==> config.mk <==
export PLATFORM = sky130hd
export DESIGN_NAME = awd_top
export DESIGN_NICKNAME = d
export VERILOG_FILES = /design/src/hdl/awd_top.v /design/src/hdl/awd_wait_decode.v /design/src/hdl/awd_wait_timer.v
export VERILOG_INCLUDE_DIRS = /design/src /design/src/include
export SDC_FILE = /design/constraint.sdc
export NUM_CORES = 1
export LEC_CHECK = 0
export ABC_AREA = 0
export BUFFER_PORTS_ARGS = -buffer_cell sky130_fd_sc_hd__buf_2
export CORE_AREA = 2 2 126 128
export DETAILED_ROUTE_END_ITERATION = 6
export DIE_AREA = 0 0 128 130
export PLACE_DENSITY = 0.76
export SLEW_MARGIN = 15
export SYNTH_ARGS = -nofsm -noshare
export SYNTH_HDL_FRONTEND = slang
export SYNTH_HIERARCHICAL = 1
export SYNTH_SLANG_ARGS = --single-unit
==> constraint.sdc <==
create_clock -name clk -period 3.1 [get_ports clk]
set_input_delay 0.155 -clock clk [delete_from_list [all_inputs] [get_ports clk]]
set_output_delay 0.155 -clock clk [all_outputs]
set_load 0.005 [all_outputs]
==> src/include/awd_consts.vh <==
// constants for the area wait-state decode block
`ifndef AWD_CONSTS_VH
`define AWD_CONSTS_VH

// ************************************************************
// register byte offsets
// ************************************************************
`define AWD_OFS_WAIT 12'h000
`define AWD_OFS_IFCFG 12'h004
`define AWD_OFS_STAT 12'h008

// ************************************************************
// reset values and reserved bits
// ************************************************************
`define AWD_WAIT_RST 32'hFFFE_EFFF
`define AWD_WAIT_RSV 32'h0001_1000
`define AWD_IFCFG_RST 7'h00

// ************************************************************
// wait register field positions (low bit of each 3-bit field)
// ************************************************************
`define AWD_A5_WAIT_LSB 23
`define AWD_A5_PITCH_LSB 20
`define AWD_A4_WAIT_LSB 17
`define AWD_A3_WAIT_LSB 13
`define AWD_A2_WAIT_LSB 9

// ************************************************************
// interface config field positions
// ************************************************************
`define AWD_CFG_A3_MODE_LSB 0
`define AWD_CFG_A2_MODE_LSB 2
`define AWD_CFG_A4_MPX_BIT 4
`define AWD_CFG_A5_MPX_BIT 5
`define AWD_CFG_A5_BROM_BIT 6

// ************************************************************
// memory interface kinds
// ************************************************************
`define AWD_MODE_SRAM 2'h0
`define AWD_MODE_DRAM 2'h1
`define AWD_MODE_SDRAM 2'h2
`define AWD_MODE_MPX 2'h3

// ************************************************************
// area numbers and bus answers
// ************************************************************
`define AWD_AREA2 3'h2
`define AWD_AREA3 3'h3
`define AWD_AREA4 3'h4
`define AWD_AREA5 3'h5
`define AWD_RESP_OKAY 2'h0
`define AWD_RESP_SLVERR 2'h2

`endif

==> src/hdl/awd_top.v <==
// area wait-state register bank with access stretcher
//
// Overview of operation
// RULE1: area5 first wait code gives 0,1,2,3,6,9,12,15 waits; reset 15.
// RULE2: area5 burst pitch gives 0..7 later-beat waits; wait input off at 0.
// RULE3: area4 code gives table waits; wait input ignored only at code 0.
// RULE4: bits 16 and 12 read zero; software writes zero there.
// RULE5: area3 static memory decodes table waits; wait input off at 0.
// RULE6: area3 wait input only for static or multiplexed, never DRAM kinds.
// RULE7: area3 DRAM holds column strobe 1,2,3,4,7,10,13,16 cycles.
// RULE8: area3 SDRAM latency 1..5 for codes 1..5; other codes forbidden.
// RULE9: software avoids area3 latency 1,4,5 in row-held-down operation.
// RULE10: area2 static memory decodes table waits; wait input off at 0.
// RULE11: area2 wait input only static or multiplexed, never SDRAM.
// RULE12: area2 SDRAM latency 1..5 for codes 1..5; other codes forbidden.
// RULE13: software avoids area2 latency 1,4,5 in row-held-down operation.
// RULE14: multiplexed areas reinterpret field: read 1,1,2,3, write 0..3.
// RULE15: access stretched by selected area waits plus external waits.
//
// Implementation choices: the placing of the registers and the AXI4-Lite register port.
`timescale 1ns/1ps
`include "awd_consts.vh"

module awd_top #(
  parameter ADDR_W = 12
) (
  input wire clk,
  input wire rst_b,
  input wire [ADDR_W-1:0] s_axi_awaddr,
  input wire s_axi_awvalid,
  output wire s_axi_awready,
  input wire [31:0] s_axi_wdata,
  input wire [3:0] s_axi_wstrb,
  input wire s_axi_wvalid,
  output wire s_axi_wready,
  output reg [1:0] s_axi_bresp,
  output reg s_axi_bvalid,
  input wire s_axi_bready,
  input wire [ADDR_W-1:0] s_axi_araddr,
  input wire s_axi_arvalid,
  output wire s_axi_arready,
  output reg [31:0] s_axi_rdata,
  output reg [1:0] s_axi_rresp,
  output reg s_axi_rvalid,
  input wire s_axi_rready,
  input wire acc_start,
  input wire [2:0] acc_area,
  input wire acc_write,
  input wire acc_later_beat,
  input wire ext_wait_req,
  output wire acc_busy,
  output wire acc_done,
  output reg acc_ext_wait_en_q,
  output reg [4:0] dram_cas_width_q,
  output reg [2:0] sdram_cas_lat_q,
  output reg sdram_lat_ok_q
);

  // ************************************************************
  // helper functions
  // ************************************************************

  // merge write data into a word under byte strobes
  function [31:0] wmerge;
    input [31:0] old;
    input [31:0] data;
    input [3:0] strb;
    integer i;
    begin
      wmerge = old;
      for (i = 0; i < 4; i = i + 1) begin
        if (strb[i]) begin
          wmerge[i*8 +: 8] = data[i*8 +: 8];
        end
      end
    end
  endfunction

  // word-aligned offset of a bus address
  function [11:0] word_ofs;
    input [ADDR_W-1:0] a;
    begin
      word_ofs = {a[11:2], 2'b00};
    end
  endfunction

  // ************************************************************
  // registers
  // ************************************************************
  reg [31:0] wait_ctl_q;
  reg [6:0] if_cfg_q;

  // write channel holding state
  reg aw_hold_q;
  reg [ADDR_W-1:0] awaddr_q;
  reg w_hold_q;
  reg [31:0] wdata_q;
  reg [3:0] wstrb_q;

  // external wait input synchroniser and filter
  reg ext_s1_q;
  reg ext_s2_q;
  reg ext_s3_q;
  reg ext_lvl_q;

  // ************************************************************
  // write address and data capture
  // ************************************************************
  assign s_axi_awready = !aw_hold_q && !s_axi_bvalid;
  assign s_axi_wready = !w_hold_q && !s_axi_bvalid;

  wire do_write;
  wire [11:0] wr_ofs;
  assign do_write = aw_hold_q && w_hold_q && !s_axi_bvalid;
  assign wr_ofs = word_ofs(awaddr_q);

  // channels taken in either order, held until the write is done
  always @(posedge clk) begin
    if (!rst_b) begin
      aw_hold_q <= 1'b0;
      awaddr_q <= {ADDR_W{1'b0}};
      w_hold_q <= 1'b0;
      wdata_q <= 32'h0000_0000;
      wstrb_q <= 4'h0;
    end else begin
      if (s_axi_awvalid && s_axi_awready) begin
        aw_hold_q <= 1'b1;
        awaddr_q <= s_axi_awaddr;
      end else if (do_write) begin
        aw_hold_q <= 1'b0;
      end
      if (s_axi_wvalid && s_axi_wready) begin
        w_hold_q <= 1'b1;
        wdata_q <= s_axi_wdata;
        wstrb_q <= s_axi_wstrb;
      end else if (do_write) begin
        w_hold_q <= 1'b0;
      end
    end
  end

  // ************************************************************
  // register update and write response
  // ************************************************************
  always @(posedge clk) begin
    if (!rst_b) begin
      wait_ctl_q <= `AWD_WAIT_RST;
      if_cfg_q <= `AWD_IFCFG_RST;
      s_axi_bvalid <= 1'b0;
      s_axi_bresp <= `AWD_RESP_OKAY;
    end else begin
      if (do_write) begin
        s_axi_bvalid <= 1'b1;
        s_axi_bresp <= `AWD_RESP_OKAY;
        case (wr_ofs)
          `AWD_OFS_WAIT: begin
            // RULE4: reserved bits kept zero
            wait_ctl_q <= wmerge(wait_ctl_q, wdata_q, wstrb_q) &
                          ~`AWD_WAIT_RSV;
          end
          `AWD_OFS_IFCFG: begin
            if (wstrb_q[0]) begin
              if_cfg_q <= wdata_q[6:0];
            end
          end
          `AWD_OFS_STAT: begin
            s_axi_bresp <= `AWD_RESP_OKAY; // read-only, write dropped
          end
          default: begin
            s_axi_bresp <= `AWD_RESP_SLVERR;
          end
        endcase
      end else if (s_axi_bvalid && s_axi_bready) begin
        s_axi_bvalid <= 1'b0;
      end
    end
  end

  // ************************************************************
  // external wait input: three flops, change when 2nd and 3rd agree
  // ************************************************************
  always @(posedge clk) begin
    if (!rst_b) begin
      ext_s1_q <= 1'b0;
      ext_s2_q <= 1'b0;
      ext_s3_q <= 1'b0;
      ext_lvl_q <= 1'b0;
    end else begin
      ext_s1_q <= ext_wait_req;
      ext_s2_q <= ext_s1_q;
      ext_s3_q <= ext_s2_q;
      if (ext_s2_q == ext_s3_q) begin
        ext_lvl_q <= ext_s3_q;
      end
    end
  end

  // ************************************************************
  // area selection
  // ************************************************************
  wire [1:0] a3_mode;
  wire [1:0] a2_mode;
  assign a3_mode = if_cfg_q[`AWD_CFG_A3_MODE_LSB +: 2];
  assign a2_mode = if_cfg_q[`AWD_CFG_A2_MODE_LSB +: 2];

  reg [2:0] sel_code;
  reg [2:0] sel_pitch;
  reg [1:0] sel_mode;
  reg sel_use_pitch;
  reg sel_mapped;

  // pick the field of the addressed area
  always @* begin
    sel_code = 3'h0;
    sel_pitch = 3'h0;
    sel_mode = `AWD_MODE_SRAM;
    sel_use_pitch = 1'b0;
    sel_mapped = 1'b1;
    case (acc_area)
      `AWD_AREA5: begin
        // RULE1: area5 first wait field
        sel_code = wait_ctl_q[`AWD_A5_WAIT_LSB +: 3];
        sel_pitch = wait_ctl_q[`AWD_A5_PITCH_LSB +: 3];
        sel_mode = if_cfg_q[`AWD_CFG_A5_MPX_BIT] ?
                   `AWD_MODE_MPX : `AWD_MODE_SRAM;
        // RULE2: pitch on later burst beats
        sel_use_pitch = if_cfg_q[`AWD_CFG_A5_BROM_BIT] && acc_later_beat;
      end
      `AWD_AREA4: begin
        // RULE3: area4 wait field
        sel_code = wait_ctl_q[`AWD_A4_WAIT_LSB +: 3];
        sel_mode = if_cfg_q[`AWD_CFG_A4_MPX_BIT] ?
                   `AWD_MODE_MPX : `AWD_MODE_SRAM;
      end
      `AWD_AREA3: begin
        // RULE5: area3 wait field
        sel_code = wait_ctl_q[`AWD_A3_WAIT_LSB +: 3];
        sel_mode = a3_mode;
      end
      `AWD_AREA2: begin
        // RULE10: area2 wait field
        sel_code = wait_ctl_q[`AWD_A2_WAIT_LSB +: 3];
        // area 2 has no plain DRAM kind; treat it as static memory
        sel_mode = (a2_mode == `AWD_MODE_DRAM) ? `AWD_MODE_SRAM : a2_mode;
      end
      default: begin
        sel_mapped = 1'b0;
      end
    endcase
  end

  // ************************************************************
  // decode and stretch
  // ************************************************************
  wire [4:0] dec_wait;
  wire dec_rdy_en;
  wire [4:0] dec_cas_width;
  wire [2:0] dec_cas_lat;
  wire dec_lat_ok;
  wire gated_rdy_en;
  wire [7:0] ext_cnt;

  awd_wait_decode u_decode (
    .code(sel_code),
    .pitch(sel_pitch),
    .mode(sel_mode),
    .is_write(acc_write),
    .later_beat(acc_later_beat),
    .use_pitch(sel_use_pitch),
    .wait_cnt(dec_wait),
    .rdy_en(dec_rdy_en),
    .cas_width(dec_cas_width),
    .cas_lat(dec_cas_lat),
    .lat_ok(dec_lat_ok)
  );

  // RULE6: DRAM kinds ignore the wait input
  // RULE11: SDRAM ignores the wait input
  assign gated_rdy_en = dec_rdy_en && sel_mapped;

  awd_wait_timer u_timer (
    .clk(clk),
    .rst_b(rst_b),
    .start(acc_start),
    .load_cnt(sel_mapped ? dec_wait : 5'h00),
    .rdy_en(gated_rdy_en),
    .ext_wait(ext_lvl_q),
    .busy_q(acc_busy),
    .done_q(acc_done),
    .ext_cnt_q(ext_cnt)
  );

  // latch the decoded memory timing at access start
  always @(posedge clk) begin
    if (!rst_b) begin
      acc_ext_wait_en_q <= 1'b0;
      dram_cas_width_q <= 5'h00;
      sdram_cas_lat_q <= 3'h0;
      sdram_lat_ok_q <= 1'b0;
    end else if (acc_start && !acc_busy) begin
      acc_ext_wait_en_q <= gated_rdy_en;
      // RULE7: column strobe width
      dram_cas_width_q <= sel_mapped ? dec_cas_width : 5'h00;
      // RULE8: area3 latency select
      // RULE12: area2 latency select
      sdram_cas_lat_q <= sel_mapped ? dec_cas_lat : 3'h0;
      sdram_lat_ok_q <= dec_lat_ok && sel_mapped;
    end
  end

  // ************************************************************
  // read channel
  // ************************************************************
  assign s_axi_arready = !s_axi_rvalid;

  wire [31:0] stat_word;
  assign stat_word = {16'h0000, ext_cnt, 4'h0, sdram_lat_ok_q,
                      ext_lvl_q, acc_busy, acc_ext_wait_en_q};

  // one read at a time, data registered
  always @(posedge clk) begin
    if (!rst_b) begin
      s_axi_rvalid <= 1'b0;
      s_axi_rdata <= 32'h0000_0000;
      s_axi_rresp <= `AWD_RESP_OKAY;
    end else if (s_axi_arvalid && s_axi_arready) begin
      s_axi_rvalid <= 1'b1;
      s_axi_rresp <= `AWD_RESP_OKAY;
      case (word_ofs(s_axi_araddr))
        `AWD_OFS_WAIT: begin
          // RULE4: reserved bits read zero
          s_axi_rdata <= wait_ctl_q & ~`AWD_WAIT_RSV;
        end
        `AWD_OFS_IFCFG: begin
          s_axi_rdata <= {25'h000_0000, if_cfg_q};
        end
        `AWD_OFS_STAT: begin
          s_axi_rdata <= stat_word;
        end
        default: begin
          s_axi_rdata <= 32'h0000_0000;
          s_axi_rresp <= `AWD_RESP_SLVERR;
        end
      endcase
    end else if (s_axi_rvalid && s_axi_rready) begin
      s_axi_rvalid <= 1'b0;
    end
  end

endmodule // awd_top

==> src/hdl/awd_wait_decode.v <==
// field decoder: wait count, wait-input enable, cas width and latency
`timescale 1ns/1ps
`include "awd_consts.vh"

module awd_wait_decode (
  input wire [2:0] code,
  input wire [2:0] pitch,
  input wire [1:0] mode,
  input wire is_write,
  input wire later_beat,
  input wire use_pitch,
  output reg [4:0] wait_cnt,
  output reg rdy_en,
  output reg [4:0] cas_width,
  output reg [2:0] cas_lat,
  output reg lat_ok
);

  // codes 0..3 map straight, 4..7 map to 6, 9, 12, 15
  function [4:0] wait_of;
    input [2:0] c;
    begin
      if (c[2]) begin
        wait_of = 5'h06 + {2'b00, c[1:0], 1'b0} + {3'b000, c[1:0]};
      end else begin
        wait_of = {3'b000, c[1:0]};
      end
    end
  endfunction

  // per-mode interpretation of the selected field
  always @* begin
    wait_cnt = 5'h00;
    rdy_en = 1'b0;
    cas_width = 5'h00;
    cas_lat = 3'h0;
    lat_ok = 1'b0;
    case (mode)
      `AWD_MODE_MPX: begin
        // RULE14: multiplexed reinterpretation
        rdy_en = 1'b1;
        if (later_beat) begin
          wait_cnt = {4'h0, code[2]};
        end else if (is_write) begin
          wait_cnt = {3'b000, code[1:0]};
        end else if (code[1:0] == 2'b00) begin
          wait_cnt = 5'h01;
        end else begin
          wait_cnt = {3'b000, code[1:0]};
        end
      end
      `AWD_MODE_DRAM: begin
        // RULE7: cas width one above wait
        cas_width = wait_of(code) + 5'h01;
      end
      `AWD_MODE_SDRAM: begin
        // RULE8: latency codes one to five
        lat_ok = (code != 3'h0) && (code <= 3'h5);
        cas_lat = lat_ok ? code : 3'h0;
      end
      default: begin
        if (use_pitch) begin
          // RULE2: burst pitch binary
          wait_cnt = {2'b00, pitch};
          rdy_en = (pitch != 3'h0);
        end else begin
          // RULE1: first-cycle wait table
          wait_cnt = wait_of(code);
          rdy_en = (code != 3'h0);
        end
      end
    endcase
  end

endmodule // awd_wait_decode

==> src/hdl/awd_wait_timer.v <==
// access stretcher: programmed waits then external waits
`timescale 1ns/1ps

module awd_wait_timer (
  input wire clk,
  input wire rst_b,
  input wire start,
  input wire [4:0] load_cnt,
  input wire rdy_en,
  input wire ext_wait,
  output reg busy_q,
  output reg done_q,
  output reg [7:0] ext_cnt_q
);

  localparam [1:0] ST_IDLE = 2'b00;
  localparam [1:0] ST_PROG = 2'b01;
  localparam [1:0] ST_EXT = 2'b10;

  reg [1:0] state_q;
  reg [4:0] cnt_q;
  reg rdy_en_q;

  // RULE15: programmed plus external waits
  always @(posedge clk) begin
    if (!rst_b) begin
      state_q <= ST_IDLE;
      cnt_q <= 5'h00;
      rdy_en_q <= 1'b0;
      busy_q <= 1'b0;
      done_q <= 1'b0;
      ext_cnt_q <= 8'h00;
    end else begin
      done_q <= 1'b0;
      case (state_q)
        ST_IDLE: begin
          if (start) begin
            state_q <= ST_PROG;
            cnt_q <= load_cnt;
            rdy_en_q <= rdy_en;
            busy_q <= 1'b1;
            ext_cnt_q <= 8'h00;
          end
        end
        ST_PROG: begin
          if (cnt_q != 5'h00) begin
            cnt_q <= cnt_q - 5'h01;
          end else if (rdy_en_q && ext_wait) begin
            state_q <= ST_EXT;
            ext_cnt_q <= 8'h01;
          end else begin
            state_q <= ST_IDLE;
            busy_q <= 1'b0;
            done_q <= 1'b1;
          end
        end
        ST_EXT: begin
          if (ext_wait) begin
            if (ext_cnt_q != 8'hFF) begin
              ext_cnt_q <= ext_cnt_q + 8'h01; // saturating
            end
          end else begin
            state_q <= ST_IDLE;
            busy_q <= 1'b0;
            done_q <= 1'b1;
          end
        end
        default: begin
          state_q <= ST_IDLE;
          busy_q <= 1'b0;
        end
      endcase
    end
  end

endmodule // awd_wait_timer

# Word-level counts from Yosys, hierarchy flattened
# Index checks and enable logic that the tools add are counted.
# totals
regBits,157
elab_cells,163
# classes
n_addsub,5
magnitude_cmp,1
n_eq_ne,24
n_mux,57
n_reduce_logical,47
# op_table
operator,n
32-bit case mux with 3 select lines,1
5-bit two-way mux,10
8-bit two-way mux,5
8-bit case mux with 3 select lines,1
3-bit AND reduction,7
"10-bit by 1-bit equality test with 1-bit output, second input constant",2
"10-bit by 2-bit equality test with 1-bit output, second input constant",2
2-bit two-way mux,10
5-bit case mux with 2 select lines,2
1-bit two-way mux,18
1-bit logical AND,15
12-bit logical NOT,1
3-bit two-way mux,4
3-bit case mux with 4 select lines,1
10-bit logical NOT,1
"2-bit != test, second input constant",5
2-bit nonzero test,5
3-bit nonzero test,3
"8-bit by 1-bit adder with 8-bit output, second input constant",1
"8-bit != test, second input constant",1
2-bit case mux with 4 select lines,1
"2-bit by 1-bit equality test with 1-bit output, second input constant",3
"2-bit equality test, second input constant",3
"3-bit by 2-bit equality test with 1-bit output, second input constant",2
20 further kinds,30

# Depth between registers and ports, before layout
# depth
word_depth,10
depth_mapped,14

# Hierarchy
# The synthesis kept the hierarchy.
# by_module_without_submodules
mod,n_inst,cells_each,area_each_um2
awd_top,1,587,5490.3
awd_wait_timer,1,140,1131.1
awd_wait_decode,1,60,409.1

# Worst setup path before layout
# Ideal clock, no wire load.
# synth_timing
path_kind,input -> register
startpoint,input port acc_area[2]
endpoint,register u_timer.cnt_q[1]
arrival_ns,2.449
setup_slack_ns,0.584
cell_stages,14
n_path_buf,1
cell_sequence,nor2b_1 clkbuf_1 a22oi_1 a21oi_1 inv_1 ha_1 and2_1 o31ai_1 a22o_1 and2_1 nor2_1 a21oi_1 mux2i_1 nor2_1
# synth_via
elab_chain_cells,10
# synth_rtl
item,line_no,text
"start, declared",awd_top.v:47,"input wire [2:0] acc_area,"
3-bit by 2-bit equality test with 1-bit output or 3-bit equality test (tied branches),awd_top.v:219,case (acc_area)
3-bit case mux with 4 select lines *,awd_top.v:219,
via sel_code[0],awd_top.v:206,reg [2:0] sel_code;
3-bit by 3-bit adder with 4-bit output or 2-bit logical NOT (tied branches),"awd_wait_decode.v:24, awd_wait_decode.v:46",
5-bit by 2-bit adder with 5-bit output or 2-bit two-way mux (tied branches),"awd_wait_decode.v:24, awd_wait_decode.v:46",
"5-bit two-way mux, on equally long branches","awd_wait_decode.v:23, awd_wait_decode.v:44",
"5-bit two-way mux, on equally long branches","awd_wait_decode.v:62, awd_wait_decode.v:42",
5-bit case mux with 2 select lines *,awd_wait_decode.v:38,case (mode)
via dec_wait[1],awd_top.v:255,wire [4:0] dec_wait;
5-bit two-way mux *,awd_top.v:285,".load_cnt(sel_mapped ? dec_wait : 5'h00),"
5-bit two-way mux *,awd_wait_timer.v:37,if (start) begin
5-bit case mux with 2 select lines *,awd_wait_timer.v:35,case (state_q)
"end signal, assigned",awd_wait_timer.v:39,cnt_q <= load_cnt;
"end signal, assigned",awd_wait_timer.v:47,cnt_q <= cnt_q - 5'h01;
"end, declared",awd_wait_timer.v:21,reg [4:0] cnt_q;
# Mark *: on every way through the listed nets, which the timed path passes. The rest lies on a longest branch. The select of a mux whose other input is x is not followed.
# A chain may end at the register's enable or synchronous reset.

# Worst setup path after layout
# layout_timing
startpoint,register u_timer.cnt_q[0]
endpoint,register u_timer.ext_cnt_q[3]
# layout_via
elab_chain_cells,3
# layout_rtl
item,line_no,text
5-bit nonzero test,awd_wait_timer.v:46,if (cnt_q != 5'h00) begin
2-bit != test (no source line),n/a,
6-bit AND reduction (no source line),n/a,
"end signal, assigned",awd_wait_timer.v:60,ext_cnt_q <= ext_cnt_q + 8'h01;
"end, declared",awd_wait_timer.v:13,output reg [7:0] ext_cnt_q
# No other way between the ends.

==> out/metrics.csv <==
metric,value,unit
status,completed,
areaGrowthSynthToFinish,25.1,%
tns,0,ns
drive_gt1_share,20.0,%
grt_pass1_wl,28200,µm
drtPass1Iterations,5,
hpwl,11800,µm
rsz0062_at_grt,no,
cts_tree,done,
globalplace.congestion,0.874,
hold_end,u_timer/rdy_en_q,
cp.required,3.41,ns
fin_util,57.0,%
numCtsBuffers,17,
holdPathStages,3,
die_x,128,µm
r2r-start,u_timer/cnt_q[0],
critical_path_arrival,2.89,ns
fin_total_pwr,4710,µW
hold_violations,0,
layoutNonFillerInstCount,1139,
rrSetupSlack,0.51,ns
synthTopCellsByCount,"dfxtp_1, nor2_1, mux2i_1",
p_per_area,536,nW/µm²
synth_edf_count,0,
drc,0,
hold_path.class,primary input to flip-flop,
placedCellCount,1060,
clock_sinks,150,
tightest_slew,0.988,ns
finalSetupViolations,0,
clock_latency,0.43,ns
htree_num_levels,4,
crit_path_max_fanout,14,
grt-ovfl-total,0,
synth_most_common_cell,dfxtp_1,
grt_max_degree,109,
core-area,15400,µm²
ys_seq_area_share,42.7,%
syn-instance-count,787,
fin_skew,0.00697,ns
netlist_top_cells_area,"dfxtp_1, mux2i_1, nor2_1",
async_flop_share,0,%
via_per_inst,5.40,
ys_ff_latch,150,
grt_use_total,21.3,%
drt_wl_total,17400,µm
die_h,130,µm
syn-cell-area,7030,µm²
max_cap_viol_count,0,
ys_types,64,
clk_pin_slew,0.06,ns
yosysTopAreaCell,dfxtp_1,
end_kind,flip-flop,
grt_pass1_vias,5668,
max-slew-margin-rel,34.2,%
cts_root_buffer,clkbuf_16,
syn_area_per_cell,8.93,µm²
finalMaxSlewViolations,0,
final_nets,1021,
synth_top_area_share,42.7,%
insertedDiodeCount,0,
reg2reg_depth,6,
vias,6147,
min_period,2.59,ns
port_buffers,117,
synth_warnings,6,
synth_flop_cell,dfxtp_1,
io_pins,127,
worstSetupStartpointType,flip-flop,
period_share,83.5,%
fmax,387,MHz
r2r-end,u_timer/ext_cnt_q[3],
leakagePower,0.00373,µW
routedWlPerCell,15.3,µm
rows,46,
holdWs,0.0383,ns
hold_start,acc_start,
antenna_found_initial,1,
crit_type,flip-flop to flip-flop,
peakVddDrop,0.412,mV
initial_core_util,45.6,%
clockBufferDepth,2,
die_area,16600,µm²
antenna_left,0,
drt_iter0_markers,387,
-- through the flow --
| step | setup slack (ns) | cell area (µm²) |
|---|---|---|
| 6_report | 0.513 | 8800 |
| 5_1_grt | 0.401 | 8800 |
| 4_1_cts | 0.508 | 8800 |
| 3_5_place_dp | 0.464 | 7770 |
| 3_3_place_gp | 0.557 | 7770 |
| 2_1_floorplan | 0.584 | 7040 |
-- layout by cell type (no fill, tap or decap), drive strengths merged, types with 6 or more instances in the layout --
cell           n
or4            6
mux2          11
o41ai         18
nand3         41
dlygate4sd3   47
inv           33
mux2i         94
nor2b         11
and2          17
o21ai         14
nand2         51
nand2b        17
buf          131
clkinv         7
o31ai         11
a21oi         33
ha            13
nor4          12
dfxtp        150
clkbuf        19
and3           6
nor2         126
-- metal layers --
metal | part of all wire, % | GRT usage [%]
met2 | 46 | 33.9
met5 | 0.075 | 0
met3 | 4.5 | 4.31
met4 | 2.4 | 9.70
met1 | 47 | 28.2
-- sequential cells by signal (all words and copies together), names as in the netlist, 2 cells and up --
| register | count |
|---|---|
| if_cfg_q | 7 |
| wait_ctl_q | 30 |
| u_timer/cnt_q | 5 |
| dram_cas_width_q | 5 |
| awaddr_q | 10 |
| wdata_q | 30 |
| sdram_cas_lat_q | 3 |
| s_axi_rdata | 31 |
| wstrb_q | 4 |
| u_timer/ext_cnt_q | 8 |
| u_timer/state_q | 2 |
-- report_power, final --
group / leakage, µW / internal [µW] / switching [µW]
clock: 0.000267 / 1070 / 858
sequential: 0.00122 / 2000 / 64.9
combinational: 0.00224 / 322 / 399
-- cells by family after synthesis --
| kind of cell | count (synthesis) | synth area share, % |
|---|---|---|
| compound gates | 115 | 11.6 |
| xor+xnor | 3 | 0.374 |
| fa+ha+maj | 13 | 2.31 |
| buf+inv | 81 | 4.70 |
| flops | 150 | 42.7 |
| mux | 105 | 15.1 |
| other cells | 1 | 0.0533 |
| simple gates | 319 | 23.2 |
-- critical path: stages (launching register included) --
cell and delay [ns]:
dfxtp_1 0.33, inv_1 0.10, ha_1 0.22, or4b_4 0.50, a21o_1 0.34, or4_4 0.63, o41ai_1 0.36
-- how the worst max path moves through the flow --
stage	end	slack, ns	start
floorplan	u_timer/cnt_q[1]	0.58	acc_area[2]
global placement	u_timer/cnt_q[0]	0.56	acc_area[0]
detailed placement	u_timer/cnt_q[0]	0.46	acc_area[0]
CTS	u_timer/cnt_q[0]	0.51	if_cfg_q[3]
global route	u_timer/ext_cnt_q[3]	0.40	u_timer/cnt_q[0]
finish	u_timer/ext_cnt_q[3]	0.51	u_timer/cnt_q[0]
-- cell type report --
| cell class | count | area (µm²) |
|---|---|---|
| multi-input combinational | 558 | 3710 |
| clock buffer | 19 | 443 |
| timing repair buffer | 178 | 1170 |
| tap | 192 | 240 |
| clock inverter | 13 | 114 |
| inverter | 29 | 110 |
| fill | 1418 | 6630 |
| sequential | 150 | 3000 |
-- timing repair --
item                                   in CTS  in global routing
hold buffers                               47                  0
setup buffers                               0                  0
endpoints found under the hold margin      47                  0
gates resized for setup                     0                  0
No activity file was read; power rests on OpenSTA's default activity.
